## config.mk

```make
export PLATFORM = sky130hd
export DESIGN_NAME = rcs_regs
export DESIGN_NICKNAME = d
export VERILOG_FILES = /design/src/logic/rcs_pkg.sv /design/src/logic/rcs_sync.sv /design/src/logic/rcs_tap.sv /design/src/logic/rcs_regs.sv
export SDC_FILE = /design/constraint.sdc
export NUM_CORES = 1
export LEC_CHECK = 0
export BUFFER_PORTS_ARGS = -buffer_cell sky130_fd_sc_hd__buf_2
export CAP_MARGIN = 15
export CORE_AREA = 4 4 120 99
export DETAILED_ROUTE_END_ITERATION = 6
export DIE_AREA = 0 0 124 103
export PLACE_DENSITY = 0.65
export SYNTH_ARGS = -nofsm -noshare
export SYNTH_HDL_FRONTEND = slang
export SYNTH_SLANG_ARGS = --single-unit
```

## constraint.sdc

```tcl
create_clock -name clk_sys -period 2.4 [get_ports clk_sys]
set_input_delay 0.48 -clock clk_sys [delete_from_list [all_inputs] [get_ports clk_sys]]
set_output_delay 0.48 -clock clk_sys [all_outputs]
set_load 0.02 [all_outputs]
```

## src/logic/rcs_pkg.sv

```systemverilog
package rcs_pkg;

  // register indices on the multiplexed bus
  localparam logic [7:0] RCS_ADDR_CONTROL = 8'h0b;
  localparam logic [7:0] RCS_ADDR_FLAGS = 8'h0c;
  localparam logic [7:0] RCS_ADDR_VALID = 8'h0d;

  localparam int RCS_NUM_TAPS = 15;
  localparam logic [3:0] RCS_RATE_OFF = 4'h0;

  localparam logic [7:0] RCS_BYTE_ZERO = 8'h00;
  localparam logic [7:0] RCS_DONT_CARE_MASK = 8'hc0;

  // daylight-savings calendar points, as plain decimal values
  localparam logic [7:0] RCS_DST_SECMIN = 8'h3b;
  localparam logic [7:0] RCS_DST_HOUR = 8'h01;
  localparam logic [7:0] RCS_SUNDAY = 8'h01;
  localparam logic [7:0] RCS_APRIL = 8'h04;
  localparam logic [7:0] RCS_OCTOBER = 8'h0a;
  localparam logic [7:0] RCS_LAST_WEEK_DATE = 8'h19;

  typedef struct packed {
    logic freeze;
    logic periodic_irq_enable;
    logic alarm_irq_enable;
    logic update_ended_irq_enable;
    logic square_wave_enable;
    logic data_format_select;
    logic hour_24_select;
    logic daylight_savings_enable;
  } rcs_ctrl_s;

  typedef struct packed {
    logic periodic_flag;
    logic alarm_flag;
    logic update_ended_flag;
  } rcs_flags_s;

  typedef struct packed {
    logic [7:0] seconds;
    logic [7:0] minutes;
    logic [7:0] hours;
  } rcs_hms_s;

  typedef struct packed {
    rcs_hms_s hms;
    logic [7:0] day_of_week;
    logic [7:0] date;
    logic [7:0] month;
  } rcs_time_s;

  localparam rcs_ctrl_s RCS_CTRL_RESET = '0;
  localparam rcs_flags_s RCS_FLAGS_RESET = '0;

  typedef enum logic [1:0] {
    RCS_BUS_IDLE = 2'b00,
    RCS_BUS_ADDR = 2'b01,
    RCS_BUS_DATA = 2'b11
  } rcs_bus_state_e;

endpackage

```

## src/logic/rcs_sync.sv

```systemverilog
`timescale 1ns/10ps
module rcs_sync #(
  parameter int W = 1
) (
  input wire logic clk_sys,
  input wire logic nrst,
  input wire logic clk_en,
  input wire logic [W-1:0] async_in,
  output logic [W-1:0] sync_out
);
  genvar i;
  generate
    for (i = 0; i < W; i++) begin : g_bit
      logic meta_q;
      logic stable_q;
      always_ff @(posedge clk_sys or negedge nrst) begin
        if (!nrst) begin
          meta_q <= 1'b0;
          stable_q <= 1'b0;
        end else if (clk_en) begin
          meta_q <= async_in[i];
          stable_q <= meta_q;
        end
      end
      assign sync_out[i] = stable_q;
    end
  endgenerate
endmodule

```

## src/logic/rcs_tap.sv

```systemverilog
`timescale 1ns/10ps
module rcs_tap
  import rcs_pkg::*;
(
  input wire logic clk_sys,
  input wire logic nrst,
  input wire logic clk_en,
  input wire logic [rcs_pkg::RCS_NUM_TAPS-1:0] div_taps,
  input wire logic [3:0] rate_select,
  output logic tap_level,
  output logic tap_rise
);
  logic sel_d;
  logic level_q;

  always_comb begin
    sel_d = 1'b0;
    if (rate_select != RCS_RATE_OFF) begin
      sel_d = div_taps[rate_select - 4'h1];
    end
  end

  // a rate change may itself make one extra edge; that matches the divider
  always_ff @(posedge clk_sys or negedge nrst) begin
    if (!nrst) begin
      level_q <= 1'b0;
    end else if (clk_en) begin
      level_q <= sel_d;
    end
  end

  assign tap_level = level_q;
  assign tap_rise = sel_d & ~level_q;
endmodule

```

## src/logic/rcs_regs.sv

```systemverilog
`timescale 1ns/10ps
// What this block does
// - freeze bit stops updates, aborts one running
// - freeze bit readable, writable, reset-pin immune
// - periodic flag sets regardless of its enable
// - reset pin clears irq and square enables
// - alarm per matching second, 11xxxxxx matches all
// - update-ended enable cleared by reset, freeze rise
// - square pin follows tap when enabled, else low
// - data format: 1 binary, 0 BCD, software only
// - hour format: 1 24-hour, 0 12-hour
// - april last sunday 1:59:59 jumps to 3:00:00
// - october last sunday 1:59:59 back once
// - no dst steps when disabled; enable keeps
// - irq flag ORs each flag ANDed with its enable
// - irq pin low while irq flag set
// - flag register read or reset clears flags
// - periodic flag set on selected tap edge
// - update-ended flag set after each update
// - flag register low nibble reads zero
// - valid bit zero after power-sense low
// - valid bit read-only, set by reading it
// - validity register low seven bits zero
// - freeze write inhibits updates, clears in-progress
module rcs_regs
  import rcs_pkg::*;
(
  input wire logic clk_sys,
  input wire logic nrst,
  input wire logic clk_en,
  input wire logic reset_pin_n,
  input wire logic power_sense_pin,
  input wire logic bus_as,
  input wire logic bus_ds,
  input wire logic bus_rw,
  input wire logic bus_cs_n,
  input wire logic [7:0] bus_ad_in,
  output logic [7:0] bus_ad_out,
  output logic bus_ad_oe_n,
  output logic irq_n,
  output logic square_wave_pin,
  input wire logic [rcs_pkg::RCS_NUM_TAPS-1:0] div_taps,
  input wire logic [3:0] rate_select,
  input wire logic update_done,
  input wire rcs_pkg::rcs_time_s time_now,
  input wire rcs_pkg::rcs_hms_s alarm_set,
  output logic update_enable,
  output logic update_abort,
  output logic data_format_select,
  output logic hour_24_select,
  output logic dst_jump_forward,
  output logic dst_step_back
);
  import rcs_pkg::*;

  // pin synchronisers; only the second stage is read below
  logic [11:0] pins_sync;
  logic rst_pin_n_s;
  logic pwr_ok_s;
  logic as_s;
  logic ds_s;
  logic rw_s;
  logic cs_n_s;
  logic [7:0] ad_s;

  rcs_sync #(.W(14)) u_sync (
    .clk_sys(clk_sys),
    .nrst(nrst),
    .clk_en(clk_en),
    .async_in({reset_pin_n, power_sense_pin, bus_as, bus_ds, bus_rw,
               bus_cs_n, bus_ad_in}),
    .sync_out({rst_pin_n_s, pwr_ok_s, pins_sync})
  );

  assign as_s = pins_sync[11];
  assign ds_s = pins_sync[10];
  assign rw_s = pins_sync[9];
  assign cs_n_s = pins_sync[8];
  assign ad_s = pins_sync[7:0];

  logic tap_level;
  logic tap_rise;

  rcs_tap u_tap (
    .clk_sys(clk_sys),
    .nrst(nrst),
    .clk_en(clk_en),
    .div_taps(div_taps),
    .rate_select(rate_select),
    .tap_level(tap_level),
    .tap_rise(tap_rise)
  );

  // ---------------- multiplexed bus --------------------------------
  rcs_bus_state_e bus_q;
  rcs_bus_state_e bus_d;
  logic as_prev_q;
  logic ds_prev_q;
  logic [7:0] addr_q;
  logic sel_q;
  logic [7:0] rdata_q;
  logic drive_q;
  rcs_flags_s flags_seen_q;
  logic as_fall;
  logic ds_rise;
  logic ds_fall;
  logic wr_ctrl;
  logic rd_done_flags;
  logic rd_done_valid;

  assign as_fall = as_prev_q & ~as_s;
  assign ds_rise = ds_s & ~ds_prev_q;
  assign ds_fall = ds_prev_q & ~ds_s;

  always_comb begin
    bus_d = bus_q;
    case (bus_q)
      RCS_BUS_IDLE: begin
        if (as_s) begin
          bus_d = RCS_BUS_ADDR;
        end
      end
      RCS_BUS_ADDR: begin
        if (as_fall) begin
          bus_d = RCS_BUS_DATA;
        end
      end
      RCS_BUS_DATA: begin
        if (ds_fall || as_s) begin
          bus_d = as_s ? RCS_BUS_ADDR : RCS_BUS_IDLE;
        end
      end
      default: bus_d = RCS_BUS_IDLE;
    endcase
  end

  always_ff @(posedge clk_sys or negedge nrst) begin
    if (!nrst) begin
      bus_q <= RCS_BUS_IDLE;
      as_prev_q <= 1'b0;
      ds_prev_q <= 1'b0;
    end else if (clk_en) begin
      bus_q <= bus_d;
      as_prev_q <= as_s;
      ds_prev_q <= ds_s;
    end
  end

  // address and chip select are taken as address strobe falls
  always_ff @(posedge clk_sys or negedge nrst) begin
    if (!nrst) begin
      addr_q <= RCS_BYTE_ZERO;
      sel_q <= 1'b0;
    end else if (clk_en && bus_q == RCS_BUS_ADDR && as_fall) begin
      addr_q <= ad_s;
      sel_q <= ~cs_n_s;
    end
  end

  logic data_phase;
  logic my_addr;
  assign data_phase = (bus_q == RCS_BUS_DATA) && sel_q;
  assign my_addr = (addr_q == RCS_ADDR_CONTROL) ||
                   (addr_q == RCS_ADDR_FLAGS) ||
                   (addr_q == RCS_ADDR_VALID);
  // writes to flag and validity registers store nothing
  assign wr_ctrl = data_phase && ds_fall && !rw_s &&
                   addr_q == RCS_ADDR_CONTROL;
  assign rd_done_flags = data_phase && ds_fall && rw_s &&
                         addr_q == RCS_ADDR_FLAGS;
  assign rd_done_valid = data_phase && ds_fall && rw_s &&
                         addr_q == RCS_ADDR_VALID;

  // ---------------- control register -------------------------------
  rcs_ctrl_s ctrl_q;
  rcs_ctrl_s wdata;
  logic freeze_rise;
  assign wdata = rcs_ctrl_s'(ad_s);
  assign freeze_rise = wr_ctrl & wdata.freeze & ~ctrl_q.freeze;

  // power-on reset only: the reset pin leaves these alone
  always_ff @(posedge clk_sys or negedge nrst) begin
    if (!nrst) begin
      ctrl_q.freeze <= RCS_CTRL_RESET.freeze;
      ctrl_q.data_format_select <= RCS_CTRL_RESET.data_format_select;
      ctrl_q.hour_24_select <= RCS_CTRL_RESET.hour_24_select;
      ctrl_q.daylight_savings_enable <=
        RCS_CTRL_RESET.daylight_savings_enable;
    end else if (clk_en && wr_ctrl) begin
      ctrl_q.freeze <= wdata.freeze;
      ctrl_q.data_format_select <= wdata.data_format_select;
      ctrl_q.hour_24_select <= wdata.hour_24_select;
      ctrl_q.daylight_savings_enable <=
        wdata.daylight_savings_enable;
    end
  end

  always_ff @(posedge clk_sys or negedge nrst) begin
    if (!nrst) begin
      ctrl_q.periodic_irq_enable <= RCS_CTRL_RESET.periodic_irq_enable;
      ctrl_q.alarm_irq_enable <= RCS_CTRL_RESET.alarm_irq_enable;
      ctrl_q.update_ended_irq_enable <=
        RCS_CTRL_RESET.update_ended_irq_enable;
      ctrl_q.square_wave_enable <= RCS_CTRL_RESET.square_wave_enable;
    end else if (clk_en) begin
      if (!rst_pin_n_s) begin
        ctrl_q.periodic_irq_enable <= 1'b0;
        ctrl_q.alarm_irq_enable <= 1'b0;
        ctrl_q.update_ended_irq_enable <= 1'b0;
        ctrl_q.square_wave_enable <= 1'b0;
      end else if (wr_ctrl) begin
        ctrl_q.periodic_irq_enable <= wdata.periodic_irq_enable;
        ctrl_q.alarm_irq_enable <= wdata.alarm_irq_enable;
        // freeze going high in the same write wins over the enable
        ctrl_q.update_ended_irq_enable <=
          wdata.update_ended_irq_enable & ~freeze_rise;
        ctrl_q.square_wave_enable <= wdata.square_wave_enable;
      end
    end
  end

  assign update_enable = ~ctrl_q.freeze;
  assign data_format_select = ctrl_q.data_format_select;
  assign hour_24_select = ctrl_q.hour_24_select;

  always_ff @(posedge clk_sys or negedge nrst) begin
    if (!nrst) begin
      update_abort <= 1'b0;
    end else if (clk_en) begin
      update_abort <= freeze_rise;
    end
  end

  // ---------------- square wave ------------------------------------
  always_ff @(posedge clk_sys or negedge nrst) begin
    if (!nrst) begin
      square_wave_pin <= 1'b0;
    end else if (clk_en) begin
      square_wave_pin <= ctrl_q.square_wave_enable & tap_level;
    end
  end

  // ---------------- alarm compare ----------------------------------
  function automatic logic byte_match(logic [7:0] t, logic [7:0] a);
    byte_match = (t == a) ||
      ((a & RCS_DONT_CARE_MASK) == RCS_DONT_CARE_MASK);
  endfunction

  logic alarm_hit;
  assign alarm_hit = update_done &&
    byte_match(time_now.hms.seconds, alarm_set.seconds) &&
    byte_match(time_now.hms.minutes, alarm_set.minutes) &&
    byte_match(time_now.hms.hours, alarm_set.hours);

  // ---------------- flags ------------------------------------------
  rcs_flags_s flags_q;
  rcs_flags_s flags_set;
  rcs_flags_s flags_clr;
  logic irq_flag;

  assign flags_set.periodic_flag = tap_rise;
  assign flags_set.alarm_flag = alarm_hit;
  assign flags_set.update_ended_flag = update_done;
  // only flags that the read returned are cleared; later ones survive
  assign flags_clr = rd_done_flags ? flags_seen_q : RCS_FLAGS_RESET;

  always_ff @(posedge clk_sys or negedge nrst) begin
    if (!nrst) begin
      flags_q <= RCS_FLAGS_RESET;
    end else if (clk_en) begin
      if (!rst_pin_n_s) begin
        flags_q <= RCS_FLAGS_RESET;
      end else begin
        flags_q <= (flags_q & ~flags_clr) | flags_set;
      end
    end
  end

  assign irq_flag = (flags_q.periodic_flag & ctrl_q.periodic_irq_enable) |
                (flags_q.alarm_flag & ctrl_q.alarm_irq_enable) |
                (flags_q.update_ended_flag &
                 ctrl_q.update_ended_irq_enable);
  assign irq_n = ~irq_flag;

  // ---------------- validity bit -----------------------------------
  logic ram_valid_bit_q;
  always_ff @(posedge clk_sys or negedge nrst) begin
    if (!nrst) begin
      ram_valid_bit_q <= 1'b0;
    end else if (clk_en) begin
      if (!pwr_ok_s) begin
        ram_valid_bit_q <= 1'b0;
      end else if (rd_done_valid) begin
        ram_valid_bit_q <= 1'b1;
      end
    end
  end

  // ---------------- read data --------------------------------------
  logic [7:0] rmux;
  always_comb begin
    rmux = RCS_BYTE_ZERO;
    case (addr_q)
      RCS_ADDR_CONTROL: rmux = ctrl_q;
      RCS_ADDR_FLAGS: rmux = {irq_flag, flags_q, 4'h0};
      RCS_ADDR_VALID: rmux = {ram_valid_bit_q, 7'h00};
      default: rmux = RCS_BYTE_ZERO;
    endcase
  end

  // read data is captured as data strobe rises and held to its fall
  always_ff @(posedge clk_sys or negedge nrst) begin
    if (!nrst) begin
      rdata_q <= RCS_BYTE_ZERO;
      flags_seen_q <= RCS_FLAGS_RESET;
      drive_q <= 1'b0;
    end else if (clk_en) begin
      if (data_phase && ds_rise && rw_s && my_addr) begin
        rdata_q <= rmux;
        flags_seen_q <= flags_q;
        drive_q <= 1'b1;
      end else if (ds_fall || bus_q != RCS_BUS_DATA) begin
        drive_q <= 1'b0;
      end
    end
  end

  assign bus_ad_out = rdata_q;
  assign bus_ad_oe_n = ~drive_q;

  // ---------------- daylight savings -------------------------------
  function automatic logic [7:0] fmt(logic bin, logic [7:0] v);
    logic [7:0] tens;
    logic [7:0] ones;
    tens = v / 8'd10;
    ones = v % 8'd10;
    fmt = bin ? v : {tens[3:0], ones[3:0]};
  endfunction

  logic bin_mode;
  logic at_159;
  logic last_sunday;
  logic in_april;
  logic in_october;
  logic fall_done_q;
  assign bin_mode = ctrl_q.data_format_select;
  // hour byte 1 is 1 AM in both hour formats: the PM bit is clear
  assign at_159 =
    time_now.hms.seconds == fmt(bin_mode, RCS_DST_SECMIN) &&
    time_now.hms.minutes == fmt(bin_mode, RCS_DST_SECMIN) &&
    time_now.hms.hours == fmt(bin_mode, RCS_DST_HOUR);
  assign last_sunday = time_now.day_of_week == fmt(bin_mode, RCS_SUNDAY) &&
    time_now.date >= fmt(bin_mode, RCS_LAST_WEEK_DATE);
  assign in_april = time_now.month == fmt(bin_mode, RCS_APRIL);
  assign in_october = time_now.month == fmt(bin_mode, RCS_OCTOBER);

  assign dst_jump_forward = ctrl_q.daylight_savings_enable &&
    at_159 && last_sunday && in_april;
  assign dst_step_back = ctrl_q.daylight_savings_enable &&
    at_159 && last_sunday && in_october && !fall_done_q;

  // remembers the one fall-back step until the day is over
  always_ff @(posedge clk_sys or negedge nrst) begin
    if (!nrst) begin
      fall_done_q <= 1'b0;
    end else if (clk_en) begin
      if (update_done && dst_step_back) begin
        fall_done_q <= 1'b1;
      end else if (!(last_sunday && in_october)) begin
        fall_done_q <= 1'b0;
      end
    end
  end

endmodule

```

# --- Yosys cells after proc, flatten, opt, wreduce, memory -nomap -nowiden ---
# Cells that the tools add are included.
classes:
  eq_ne: 24
  reduce_logical: 44
  add_sub_neg: 1
  order_cmp: 2
  bitwise: 25
  mux: 22
op_table:
  columns: ["cell", "n"]
  rows:
  - ["equality test 8 bit", 4]
  - ["logical AND 1 bit", 26]
  - ["equality test 8 x 4 -> 1 bit, second input constant", 3]
  - ["case mux 8 bit (3 select lines)", 1]
  - ["equality test 8 x 1 -> 1 bit, second input constant", 2]
  - ["inequality test 2 bit, second input constant", 6]
  - ["AND 1 bit", 11]
  - ["AND reduction 2 bit", 5]
  - ["two-way mux 1 bit", 9]
  - ["inverter 1 bit", 9]
  - ["equality test 2 bit, second input constant", 4]
  - ["equality test 8 x 3 -> 1 bit, second input constant", 1]
  - ["equality test 8 x 5 -> 1 bit", 1]
  - ["equality test 8 x 7 -> 1 bit", 1]
  - ["greater-or-equal comparator 8 x 6 -> 1 bit", 1]
  - ["two-way mux 4 bit", 2]
  - ["logical OR 1 bit", 7]
  - ["two-way mux 7 bit", 1]
  - ["two-way mux 2 bit", 3]
  - ["two-way mux 3 bit", 2]
  - ["two-way mux 6 bit", 1]
  - ["case mux 2 bit (3 select lines)", 1]
  - ["less-than comparator 4 x 5 -> 1 bit, second input constant", 1]
  - ["two-way mux 5 bit", 1]
  - ["other kinds (13)", 15]
totals:
  input_bits: 109
  out_inout_bits: 17
  elab_cells: 172
  ff_bits: 69

# --- Logic depth before layout (Yosys ltp) ---
# Gate-level depths: netlist of run 1.
depth:
  word_depth: 11
  mapped_depth: 7
  mapped_depth_nobuf: 7

# --- Modules after synthesis ---
# From an unflattened synthesis of run 1, not the netlist that was laid out.
unflattened:
  hier_cells: 326
  hier_area_um2: 3799.9
modules_own_cells:
  columns: ["module", "cells_per_inst", "area_each_um2", "n_inst", "seq_area_each_um2"]
  rows:
  - ["rcs_regs", 229, 2301.0, 1, 1001.0]
  - ["rcs_sync", 73, 1247.4, 1, 700.7]
  - ["rcs_tap", 24, 251.5, 1, 25.0]

# --- Worst setup path after synthesis of run 1 ---
# No wires, ideal clock.
synth_path:
  path_type: "register -> output"
  from: "register, netlist name data_format_select"
  to: "output port dst_jump_forward"
  stages_incl_launch_ff: 6
  required_ns: 1.920
  slack_ns: -0.355
  t_arrival_ns: 2.275
  path_buffers: 0
  path_cell_list: "dfrtp_1 inv_1 or4_1 a2111oi_0 nand2b_1 nor3_1"
synth_via:
  elab_chain_len: 7
  elab_cells_between_ends: 11
  cone_classes: "1 x order compare; 2 x eq/ne; 2 x mux; 6 x reduce/logical"
synth_lines:
  columns: ["item", "line", "rtl"]
  rows:
  - ["parallel branches: the longest is 5 deep, another holds greater-or-equal comparator 8 x 6 -> 1 bit", null, null]
  - ["logical AND 1 bit (*) (2 in a row)", "rcs_regs.sv:358", "at_159 && last_sunday && in_april;"]
  - ["end: declaration", "rcs_regs.sv:51", "output logic dst_jump_forward,"]
# Mark *: on every way between the ends.

# --- Worst setup path after layout of run 1 ---
layout_path:
  from: "register, netlist name data_format_select"
  to: "output port dst_step_back"
layout_via:
  elab_chain_len: 8
  elab_cells_between_ends: 14
  cone_classes: "1 x order compare; 3 x eq/ne; 3 x mux; 7 x reduce/logical"
layout_lines:
  columns: ["item", "line", "rtl"]
  rows:
  - ["parallel branches: the longest is 6 deep, another holds greater-or-equal comparator 8 x 6 -> 1 bit", null, null]
  - ["logical AND 1 bit (*) (2 in a row)", "rcs_regs.sv:360", "at_159 && last_sunday && in_october && !fall_done_q;"]
  - ["end: declaration", "rcs_regs.sv:52", "output logic dst_step_back"]
# Marked as above.

==> results of run 1 <==
## state kept, by name (all words and copies together) (netlist names), 2 cells and up
name                   flops
addr_q                     8
bus_ad_out                 8
bus_q                      2
ctrl_q                     6
flags_q                    3
flags_seen_q               3
u_sync.g_bit.meta_q       14
u_sync.g_bit.stable_q     14
## power groups by stage
stage	sequential, mW	combinational, mW	clock [mW]
after floorplan	1.47	0.367	0
after global placement	1.49	0.602	0
after detailed placement	1.50	0.621	0
after CTS	1.48	0.630	1.34
after global routing	1.51	0.690	1.40
final	1.49	0.623	1.32
## path summary, 6_finish.rpt
kind	cells past startpoint	slack, ns	from	endpoint
setup / recovery	7	-0.04	data_format_select$_DFFE_PN0P_	dst_step_back
hold / removal	1	0.13	nrst	u_sync.g_bit[3].meta_q$_DFFE_PN0P_
setup reg to reg	6	0.31	addr_q[5]$_DFFE_PN0P_	ctrl_q[4]$_DFFE_PN0P_
hold reg to reg	1	0.46	u_tap.tap_level$_DFFE_PN0P_	flags_q[2]$_DFFE_PN0P_
max in group asynchronous	2	1.58	nrst	flags_seen_q[2]$_DFFE_PN0P_
min in group clk_sys	2	0.38	bus_as	u_sync.g_bit[11].meta_q$_DFFE_PN0P_
## stage by stage
stage | setup slack [ns] | util [%] | setup TNS [ns]
6_report | -0.0378 | 46.5 | -0.0705
5_1_grt | -0.153 | 46.5 | -0.294
4_1_cts | -0.166 | 46.3 | -0.331
3_5_place_dp | -0.210 | 43.1 | -0.412
3_3_place_gp | -0.210 | 43.1 | -0.419
2_1_floorplan | 0.00208 | - | 0
## critical path, cell delays in order (launching register included)
cell and delay, ns:
dfrtp_2 0.37, inv_2 0.04, or4_4 0.42, a2111oi_4 0.29, buf_4 0.18, nand2b_4 0.07
nor3_4 0.13, buf_6 0.14
## cells by family after synthesis
group,count (synthesis),share of synthesized area (%)
buffers and inverters,19,2.23
and+or+nand+nor,88,13.9
xor gates and xnor gates,26,6.33
adders and majority gates,6,2.09
DFF,69,48.0
muxes,52,17.4
AOI/OAI and AO/OA,52,9.99
## repair_timing
action	CTS	global route
gates resized for setup	11	3
pin swaps	3	3
setup endpoints to repair	2	2
## cell usage after synthesis, types with 5 or more instances
library cell | count | area, um2
a21oi_1 | 10 | 50.1
o21ai_0 | 12 | 60.1
mux2_2 | 38 | 428
nand2_1 | 24 | 90.1
nor3_1 | 5 | 25.0
nand2b_1 | 5 | 31.3
nand4_1 | 12 | 75.1
o2bb2ai_1 | 5 | 43.8
mux2i_1 | 7 | 70.1
ha_1 | 6 | 75.1
inv_1 | 12 | 45.0
dfrtp_1 | 69 | 1730
xnor2_1 | 26 | 228
nor2_1 | 15 | 56.3
## layer usage
layer	up-vias	GRT usage, %	routed length (um)
met1	1479	19.0	4150
met3	8	4.06	493
li1	1471	-	-
met4	0	2.95	52
met5	-	0	0
met2	81	23.8	4410
## cell type report
class / instances / area (um2) / area share, %
sequential: 69 / 1730 / 34.8
tap: 144 / 180 / 3.63
clock inverter: 6 / 62.6 / 1.26
timing repair buffer: 150 / 848 / 17.1
inverter: 12 / 45.0 / 0.907
multi-input combinational: 224 / 1860 / 37.5
clock buffer: 10 / 239 / 4.81
==> key figures, run 1 <==
Run status
  • Status: finished, violations left
  • Failing checks: negative setup slack

Critical path
  • Kind of critical path: reg2out
  • Setup crit start kind: flop
  • CP endpoint kind: output port
  • Largest fanout on the critical path: 2
  • Worst path required time: 1.92 ns
  • Crit path DAT: 1.96 ns

Place
  • RePlAce Congestion: 0.775
  • DP HPWL: 7.22 mm
  • Placed Area: 0.00460 mm2
  • Number of buffers added on ports: 125
  • Placed Cells: 599

Route
  • Wire per inst: 14.8 um
  • DRC viols: 0
  • DRT antenna net count: 0
  • WL final: 9.10 mm
  • Vias: 3,039
  • Avg Vias per Cell: 4.94
  • DRT iter0 DRCs: 80
  • 1st-pass router iterations: 4

Flow run
  • Max-cap violations: 0

Global routing
  • Gr usage total: 14.4%
  • Total grt overflow: 0
  • Largest net degree at the start of global routing: 29
  • Initial antenna violation count: 0
  • Vias in the first global route: 3,032
  • First-pass GRT wire length: 14.5 mm

Finish
  • NumNets Final: 581
  • Share of cells above drive strength 1: 48.2%
  • Fin cells: 615
  • Antenna diodes: 0
  • Most common cell after layout, fill and taps aside: buf_2
  • Post-route cell area: 0.00497 mm2
  • Most frequent cells in the layout: 122 x buf_2, 68 x dfrtp_1, 38 x mux2_2
  • Synth-to-layout area growth: 38.2%
  • FILL cells: 972

Power and ir drop
  • Worst VDD drop: 0.000501 V
  • Sw Share: 26.8%
  • Logic pwr share: 18.2%
  • Sw Pwr: 919 uW
  • Leak: 2.31 nW
  • Internal Power: 2.51 mW
  • Clk network pwr share: 38.5%
  • Reg power frac: 43.4%
  • PD cells: 690 mW/mm2
  • Total Power: 3.43 mW

Yosys
  • Main synth FF type: dfrtp_1
  • Post-Syn Area: 0.00359 mm2
  • Ys Warns: 0
  • Synth async-reset ratio: 100%
  • Mapped Nets: 427
  • Flops & latches, synth: 69
  • Distinct cells, synth: 51
  • Post-synthesis sequential area ratio: 48.0%
  • Syn Area/Cell: 11.5 um2
  • Post-synth EDFFs: 0
  • Gate Count Post-Synth: 312

Clock network
  • Setup Fix Bufs, Post-CTS: 0
  • # H-tree levels: 3
  • Hold-fix buffers at CTS: 0
  • Worst-Skew Late Latency: 0.33 ns
  • Clk root buf: clkbuf_16
  • Clk buf depth: 2
  • CTS sink count: 69
  • CTS clk-pin slew, worst paths: 0.06 ns
  • CTS tree: built
  • CTS Buf Count: 9

Floorplanning
  • Die Height: 103 um
  • FP Rows: 34
  • Initial Utilization: 33.7%
  • Die area: 0.0128 mm2
  • Die Wd: 124 um
  • Core ar.: 0.0107 mm2
  • Io pins: 126

STA
  • WHS: 0.126 ns
  • Rel. slew slack: 64.3%
  • Final Max Slew Viols: 0
  • Worst-Margin Slew: 0.536 ns
  • Setup Viol. Count Final: 2
  • Period utilization: 102%
  • Endpoints failing hold: 0
  • Fmax: 410 MHz
  • Clock skew: 0.00557 ns
  • Final worst path period need: 2.44 ns
  • RSZ-0062 raised after global routing: true
  • Post-route setup slack: -0.0378 ns

Min path
  • Worst min path class: in2async
No activity file was read; power rests on OpenSTA's default activity.
==> inputs of run 2 (changes only) <==
--- a/config.mk
+++ b/config.mk
@@ -7,10 +7,11 @@
 export LEC_CHECK = 0
 export BUFFER_PORTS_ARGS = -buffer_cell sky130_fd_sc_hd__buf_2
 export CAP_MARGIN = 15
-export CORE_AREA = 4 4 120 99
+export CORE_AREA = 4 4 102 85
 export DETAILED_ROUTE_END_ITERATION = 6
-export DIE_AREA = 0 0 124 103
-export PLACE_DENSITY = 0.65
+export DIE_AREA = 0 0 106 89
+export PLACE_DENSITY = 0.86
 export SYNTH_ARGS = -nofsm -noshare
 export SYNTH_HDL_FRONTEND = slang
+export SYNTH_HIERARCHICAL = 1
 export SYNTH_SLANG_ARGS = --single-unit
==> constraint.sdc (replaced) <==
create_clock -name clk_sys -period 2.3 [get_ports clk_sys]
set_input_delay 0.46 -clock clk_sys [delete_from_list [all_inputs] [get_ports clk_sys]]
set_output_delay 0.46 -clock clk_sys [all_outputs]
set_load 0.02 [all_outputs]
==> key figures, run 2 <==
Run status
  • Status: finished, violations left
  • Failing checks: negative setup slack

Clock network
  • CTS sink count: 69 (unchanged)
  • # H-tree levels: 3 (unchanged)
  • CTS clk-pin slew, worst paths: 0.07 ns (about the same)
  • CTS Buf Count: 9 (unchanged)
  • Clk root buf: clkbuf_8
  • CTS tree: built
  • Clk buf depth: 2 (unchanged)
  • Hold-fix buffers at CTS: 0 (unchanged)
  • Worst-Skew Late Latency: 0.34 ns (about the same)

Yosys
  • Yosys top cell area share: 45.4% (-2.6 points)
  • Post-synthesis sequential area ratio: 45.4% (-2.6 points)
  • Main synth FF type: dfrtp_1
  • Mapped Nets: 441 (+3.3%)
  • Post-synth top area cell: dfrtp_1
  • Syn Area/Cell: 11.7 um2 (+1.2%)
  • Gate Count Post-Synth: 326 (+4.5%)
  • Ys Warns: 6 (+6)
  • Post-Syn Area: 0.00380 mm2 (+5.7%)
  • Synth async-reset ratio: 100% (unchanged)
  • Area contributors post-synth: dfrtp_1 45%, mux2_4 9.5%, xor2_1 6.0%, mux2_2 5.0%, buf_4 3.0%
  • Top-count cell post-synth: dfrtp_1
  • Post-synth EDFFs: 0 (unchanged)
  • Flops & latches, synth: 69 (unchanged)
  • Top cells by count, synth: 69 x dfrtp_1, 27 x nand2_1, 26 x xor2_1, 24 x mux2_4
  • Distinct cells, synth: 50 (-2.0%)

Floorplanning
  • Die Wd: 106 um (-15%)
  • FP Rows: 29 (-15%)
  • Die area: 0.00943 mm2 (-26%)
  • Die Height: 89 um (-14%)
  • Core ar.: 0.00769 mm2 (-28%)
  • Initial Utilization: 49.4% (+16 points)
  • Io pins: 126 (unchanged)

STA
  • Final Max Slew Viols: 0 (unchanged)
  • Period utilization: 107%
  • Final worst path period need: 2.46 ns
  • Clock skew: 0.00514 ns (-0.000425 ns)
  • Setup Viol. Count Final: 2 (unchanged)
  • WHS: 0.102 ns (-0.0246 ns)
  • Rel. slew slack: 62.8% (-1.5 points)
  • Worst-Margin Slew: 0.558 ns (+0.0220 ns)
  • Fmax: 406 MHz
  • Setup TNS: -0.231 ns (-0.161 ns)
  • Endpoints failing hold: 0 (unchanged)
  • Post-route setup slack: -0.163 ns (-0.125 ns)
  • RSZ-0062 raised after global routing: true

Finish
  • Most frequent cells in the layout: 123 x buf_2, 68 x dfrtp_1, 27 x nand2_1
  • NumNets Final: 578 (-0.52%)
  • Antenna diodes: 0 (unchanged)
  • FILL cells: 604 (-38%)
  • Biggest registers after layout: u_sync/g_bit.meta_q x14, u_sync/g_bit.stable_q x14
  • Post-route cell area: 0.00485 mm2 (-2.3%)
  • Share of cells above drive strength 1: 47.1% (-1.1 points)
  • Synth-to-layout area growth: 27.7%
  • Fin cells: 575 (-6.5%)
  • Layout Utilization: 63.1% (+17 points)
  • Most common cell after layout, fill and taps aside: buf_2

Power and ir drop
  • Total Power: 3.09 mW (-9.9%)
  • Worst VDD drop: 0.000479 V (-4.4%)
  • Leak: 2.42 nW (+4.7%)
  • PD cells: 636 mW/mm2 (-7.8%)

Global routing
  • Gr usage total: 20.7% (+6.3 points)
  • First-pass GRT wire length: 15.3 mm (+5.6%)
  • Vias in the first global route: 3,209 (+5.8%)
  • Total grt overflow: 0 (unchanged)
  • Initial antenna violation count: 0 (unchanged)
  • Largest net degree at the start of global routing: 48 (+66%)

Place
  • Number of buffers added on ports: 125 (unchanged)
  • Placed Area: 0.00448 mm2 (-2.6%)
  • DP HPWL: 7.11 mm (-1.5%)
  • Placed Cells: 550 (-8.2%)
  • RePlAce Congestion: 0.887 (+15%)
  • Dpl ws: -0.0340 ns (+0.176 ns)

Route
  • DRT antenna net count: 0 (unchanged)
  • Wire per inst: 16.3 um (+10%)
  • DRC viols: 0 (unchanged)
  • DRT iter0 DRCs: 234 (+190%)
  • Avg Vias per Cell: 5.32 (+7.7%)
  • Vias: 3,060 (+0.69%)
  • 1st-pass router iterations: 4 (unchanged)
  • WL final: 9.40 mm (+3.2%)

Flow run
  • Max-cap violations: 0 (unchanged)

Critical path
  • CP endpoint kind: output port
  • CP cell instances: inv_4 > ha_4 > o211ai_1 > a21o_1 > a21oi_2 > nand4_1 > nor2_1 > buf_4
  • Slowest CP cell: dfrtp_2
  • Crit path DAT: 2.00 ns (+0.04 ns)
  • Worst path required time: 1.84 ns (-0.08 ns)
  • Kind of critical path: reg2out
  • CP peak stage delay: 0.47 ns (+0.05 ns)
  • Setup crit start kind: flop
  • Largest fanout on the critical path: 5 (+3)
  • R2R Setup Slk: 0.15 ns (-0.16 ns)

Min path
  • Worst min path class: in2async
-- run 2: changes by cell type after synthesis, moves of 4 or more --
cell      previous run  this run
nand4_1             12         4
nor4_1               4        12
nand2b_1             5         1
xor2_1               0        26
mux2_4               4        24
mux2_2              38        17
inv_1               12        17
buf_4                0        15
xnor2_1             26         0
-- run 2: critical path: cells and delay by family (launching register included) --
kind                       cells  cell delay (ns)
AOI/OAI and AO/OA              3             0.41
adders and majority gates      1             0.27
buffers and inverters          2             0.25
DFF                            1             0.47
and+or+nand+nor                2             0.27
-- run 2: area by class of cell --
class	instances	area [um2]	area share, %
Multi-Input combinational cell	219	1920	39.6
Timing Repair Buffer	147	823	17.0
Clock buffer	14	173	3.56
Inverter	17	66.3	1.37
Clock inverter	1	5.00	0.103
Sequential cell	69	1730	35.6
Tap cell	108	135	2.78
-- run 2: cells by family after synthesis --
logic type	Yosys count	share of synthesized area, %
compound gates	49	8.96
xor+xnor	26	5.99
fa+ha+maj	6	1.98
buf+inv	38	6.52
flops	69	45.4
mux	49	18.2
simple gates	89	12.9
-- run 2: path summary, 6_finish.rpt --
check                      depth (start not counted)                            from                                  to
max in group asynchronous                          2                            nrst               addr_q[3]$_DFFE_PN0P_
min in group clk_sys                               2                    bus_ad_in[1]  u_sync/g_bit[1].meta_q$_DFFE_PN0P_
max                                                8  data_format_select$_DFFE_PN0P_                       dst_step_back
min                                                1                            nrst            update_abort$_DFFE_PN0P_
max reg2reg                                       12  data_format_select$_DFFE_PN0P_             fall_done_q$_DFFE_PN0P_
min reg2reg                                        2             drive_q$_DFFE_PN0P_                 drive_q$_DFFE_PN0P_
-- run 2: power breakdown --
part	switching [mW]	internal (mW)
Sequential	0.199	1.40
Clock	0.406	0.473
Combinational	0.262	0.350
-- run 2: timing repair --
action,4_1_cts,5_1_grt
setup endpoints to repair,2,3
buffers inserted,10,2
pin swaps,8,3
resized for setup,22,0
-- run 2: routing by layer --
metal / GRT usage, % / vias up / wire length, um
met4: 8.94 / 0 / 209
li1: - / 1448 / -
met3: 5.92 / 18 / 655
met5: 0 / - / 0
met1: 24.7 / 1486 / 3870
met2: 35.5 / 108 / 4660
==> inputs of run 3 (changes only) <==
--- a/config.mk
+++ b/config.mk
@@ -10,7 +10,9 @@
 export CORE_AREA = 4 4 102 85
 export DETAILED_ROUTE_END_ITERATION = 6
 export DIE_AREA = 0 0 106 89
+export GPL_TIMING_DRIVEN = 0
 export PLACE_DENSITY = 0.86
+export SKIP_CTS_REPAIR_TIMING = 1
 export SYNTH_ARGS = -nofsm -noshare
 export SYNTH_HDL_FRONTEND = slang
 export SYNTH_HIERARCHICAL = 1
==> constraint.sdc (replaced) <==
create_clock -name clk_sys -period 2.3 [get_ports clk_sys]
set_input_delay 0.575 -clock clk_sys [delete_from_list [all_inputs] [get_ports clk_sys]]
set_output_delay 0.575 -clock clk_sys [all_outputs]
set_load 0.02 [all_outputs]
==> key figures, run 3 (same netlist as run 2, synthesis figures left out) <==
Run status
  • Status: finished, violations left
  • Failing checks: negative setup slack

Floorplanning
  • Io pins: 126 (unchanged)
  • Initial Utilization: 49.4% (unchanged)
  • Die Height: 89 um (unchanged)
  • Die area: 0.00943 mm2 (unchanged)
  • FP Rows: 29 (unchanged)
  • Core ar.: 0.00769 mm2 (unchanged)
  • Die Wd: 106 um (unchanged)

STA
  • Period utilization: 113% (+6.1 points)
  • Final Max Slew Viols: 0 (unchanged)
  • Final worst path period need: 2.60 ns (+0.139 ns)
  • Setup TNS: -0.582 ns (-0.351 ns)
  • Fmax: 384 MHz (-5.4%)
  • Worst-Margin Slew: 0.833 ns (+0.275 ns)
  • Clock skew: 0.00641 ns (+0.00126 ns)
  • WHS: 0.344 ns (+0.242 ns)
  • Rel. slew slack: 44.5% (-18 points)
  • Setup Viol. Count Final: 2 (unchanged)
  • Endpoints failing hold: 0 (unchanged)
  • RSZ-0062 raised after global routing: true
  • Post-route setup slack: -0.302 ns (-0.139 ns)

Clock network
  • Clk root buf: clkbuf_8
  • # H-tree levels: 3 (unchanged)
  • Clk buf depth: 2 (unchanged)
  • Worst-Skew Late Latency: 0.34 ns (about the same)
  • CTS Buf Count: 9 (unchanged)
  • CTS tree: built
  • CTS clk-pin slew, worst paths: 0.07 ns (about the same)
  • CTS sink count: 69 (unchanged)

Finish
  • NumNets Final: 583 (+0.87%)
  • Reg area: 0.00173 mm2 (unchanged)
  • Most common cell after layout, fill and taps aside: buf_2
  • Antenna diodes: 0 (unchanged)
  • FILL cells: 614 (+1.7%)
  • Biggest registers after layout: u_sync/g_bit.meta_q x14, u_sync/g_bit.stable_q x14
  • Share of cells above drive strength 1: 47.8% (+0.67 points)
  • Most frequent cells in the layout: 123 x buf_2, 68 x dfrtp_1, 27 x nand2_1
  • Synth-to-layout area growth: 29.5%
  • Footprint of the multi-input gates: 0.00192 mm2 (-0.39%)

Global routing
  • Total grt overflow: 0 (unchanged)
  • Largest net degree at the start of global routing: 70 (+46%)
  • First-pass GRT wire length: 15.1 mm (-1.3%)
  • Initial antenna violation count: 0 (unchanged)
  • Gr usage total: 20.4% (-0.29 points)
  • Vias in the first global route: 3,273 (+2.0%)

Min path
  • Worst min path class: in2async

Place
  • Dpl ws: -0.311 ns (-0.277 ns)
  • DP HPWL: 7.24 mm (+1.8%)
  • Number of buffers added on ports: 125 (unchanged)
  • RePlAce Congestion: 0.900 (+1.5%)

Route
  • Avg Vias per Cell: 5.34 (+0.36%)
  • WL final: 9.75 mm (+3.8%)
  • 1st-pass router iterations: 4 (unchanged)
  • DRT antenna net count: 0 (unchanged)
  • DRT iter0 DRCs: 206 (-12%)
  • Vias: 3,103 (+1.4%)
  • Wire per inst: 16.8 um (+2.7%)
  • DRC viols: 0 (unchanged)

Critical path
  • Slowest CP cell: dfrtp_2
  • Worst R2R End: flags_q[0]$_DFFE_PN0P_
  • Worst path required time: 1.73 ns (-0.11 ns)
  • Crit path DAT: 2.03 ns (+0.03 ns)
  • Kind of critical path: reg2out
  • R2R Path Start: addr_q[5]$_DFFE_PN0P_
  • Worst Reg2Reg Path Length in Cells: 5 (-7)
  • CP endpoint kind: output port
  • Setup crit start kind: flop
  • CP cell instances: inv_4 > ha_4 > o211ai_1 > a21o_1 > a21oi_2 > nand4_1 > nor2_2 > buf_6
  • Largest fanout on the critical path: 7 (+2)
  • R2R Setup Slk: 0.13 ns (-0.02 ns)
  • CP peak stage delay: 0.49 ns (+0.02 ns)

Power and ir drop
  • Total Power: 3.30 mW (+6.9%)
  • Reg power frac: 47.9% (-3.8 points)
  • Sw Share: 27.5% (-0.60 points)
  • Leak: 2.46 nW (+1.5%)
  • Logic pwr share: 20.9% (+1.1 points)
  • Internal Power: 2.39 mW (+7.8%)
  • Sw Pwr: 906 uW (+4.6%)
  • Worst VDD drop: 0.000465 V (-2.9%)
  • PD cells: 670 mW/mm2 (+5.4%)
  • Clk network pwr share: 31.2% (+2.7 points)

Flow run
  • Max-cap violations: 0 (unchanged)
==> run 3: critical path, delay by kind of cell, from the launching register on <==
| family | cells | cell delay, ns |
|---|---|---|
| DFF | 1 | 0.49 |
| AOI/OAI and AO/OA | 3 | 0.40 |
| and+or+nand+nor | 2 | 0.31 |
| adders and majority gates | 1 | 0.26 |
| buffers and inverters | 2 | 0.21 |
==> run 3: stage by stage <==
stage	util, %	cells	instance area, um2
global placement	59.3	559	4560
detailed placement	59.4	559	4570
CTS	62.1	575	4770
finish	64.0	581	4920
global route	64.0	581	4920
floorplan	-	326	3800
==> run 3: area by class of cell <==
class                   instances  area share [%]
well taps                     108            2.75
multi-input cells             219            38.9
flip-flops and latches         69            35.1
clock inverters                 5            1.53
inverters                      17            1.35
plain buffers                  21            3.74
clock buffers                  11            2.67
repair buffers                131            13.9
==> run 3: per-layer routing <==
metal / GRT usage, % / vias up / share of wire [%]
met5: 0 / - / 0
met4: 5.88 / 0 / 2.2
met3: 6.35 / 23 / 6.5
met2: 36.4 / 123 / 51
met1: 24.1 / 1501 / 40
li1: - / 1456 / -
==> run 3: how the worst max path moves through the flow <==
stage,startpoint,end,slack (ns)
CTS,data_format_select$_DFFE_PN0P_,dst_step_back,-0.45
global placement,rate_select[0],flags_q[2]$_DFFE_PN0P_,-0.29
detailed placement,rate_select[0],flags_q[2]$_DFFE_PN0P_,-0.31
global route,data_format_select$_DFFE_PN0P_,dst_step_back,-0.36
floorplan,rate_select[0],flags_q[2]$_DFFE_PN0P_,0.03
finish,data_format_select$_DFFE_PN0P_,dst_step_back,-0.30
==> run 3: power by group through the flow <==
| stage | combinational, mW | sequential (mW) | clock, mW |
|---|---|---|---|
| final | 0.691 | 1.58 | 1.03 |
| after detailed placement | 0.669 | 1.59 | 0 |
| after global routing | 0.759 | 1.60 | 1.10 |
| after global placement | 0.634 | 1.57 | 0 |
| after floorplan | 0.447 | 1.54 | 0 |
| after CTS | 0.676 | 1.57 | 1.05 |
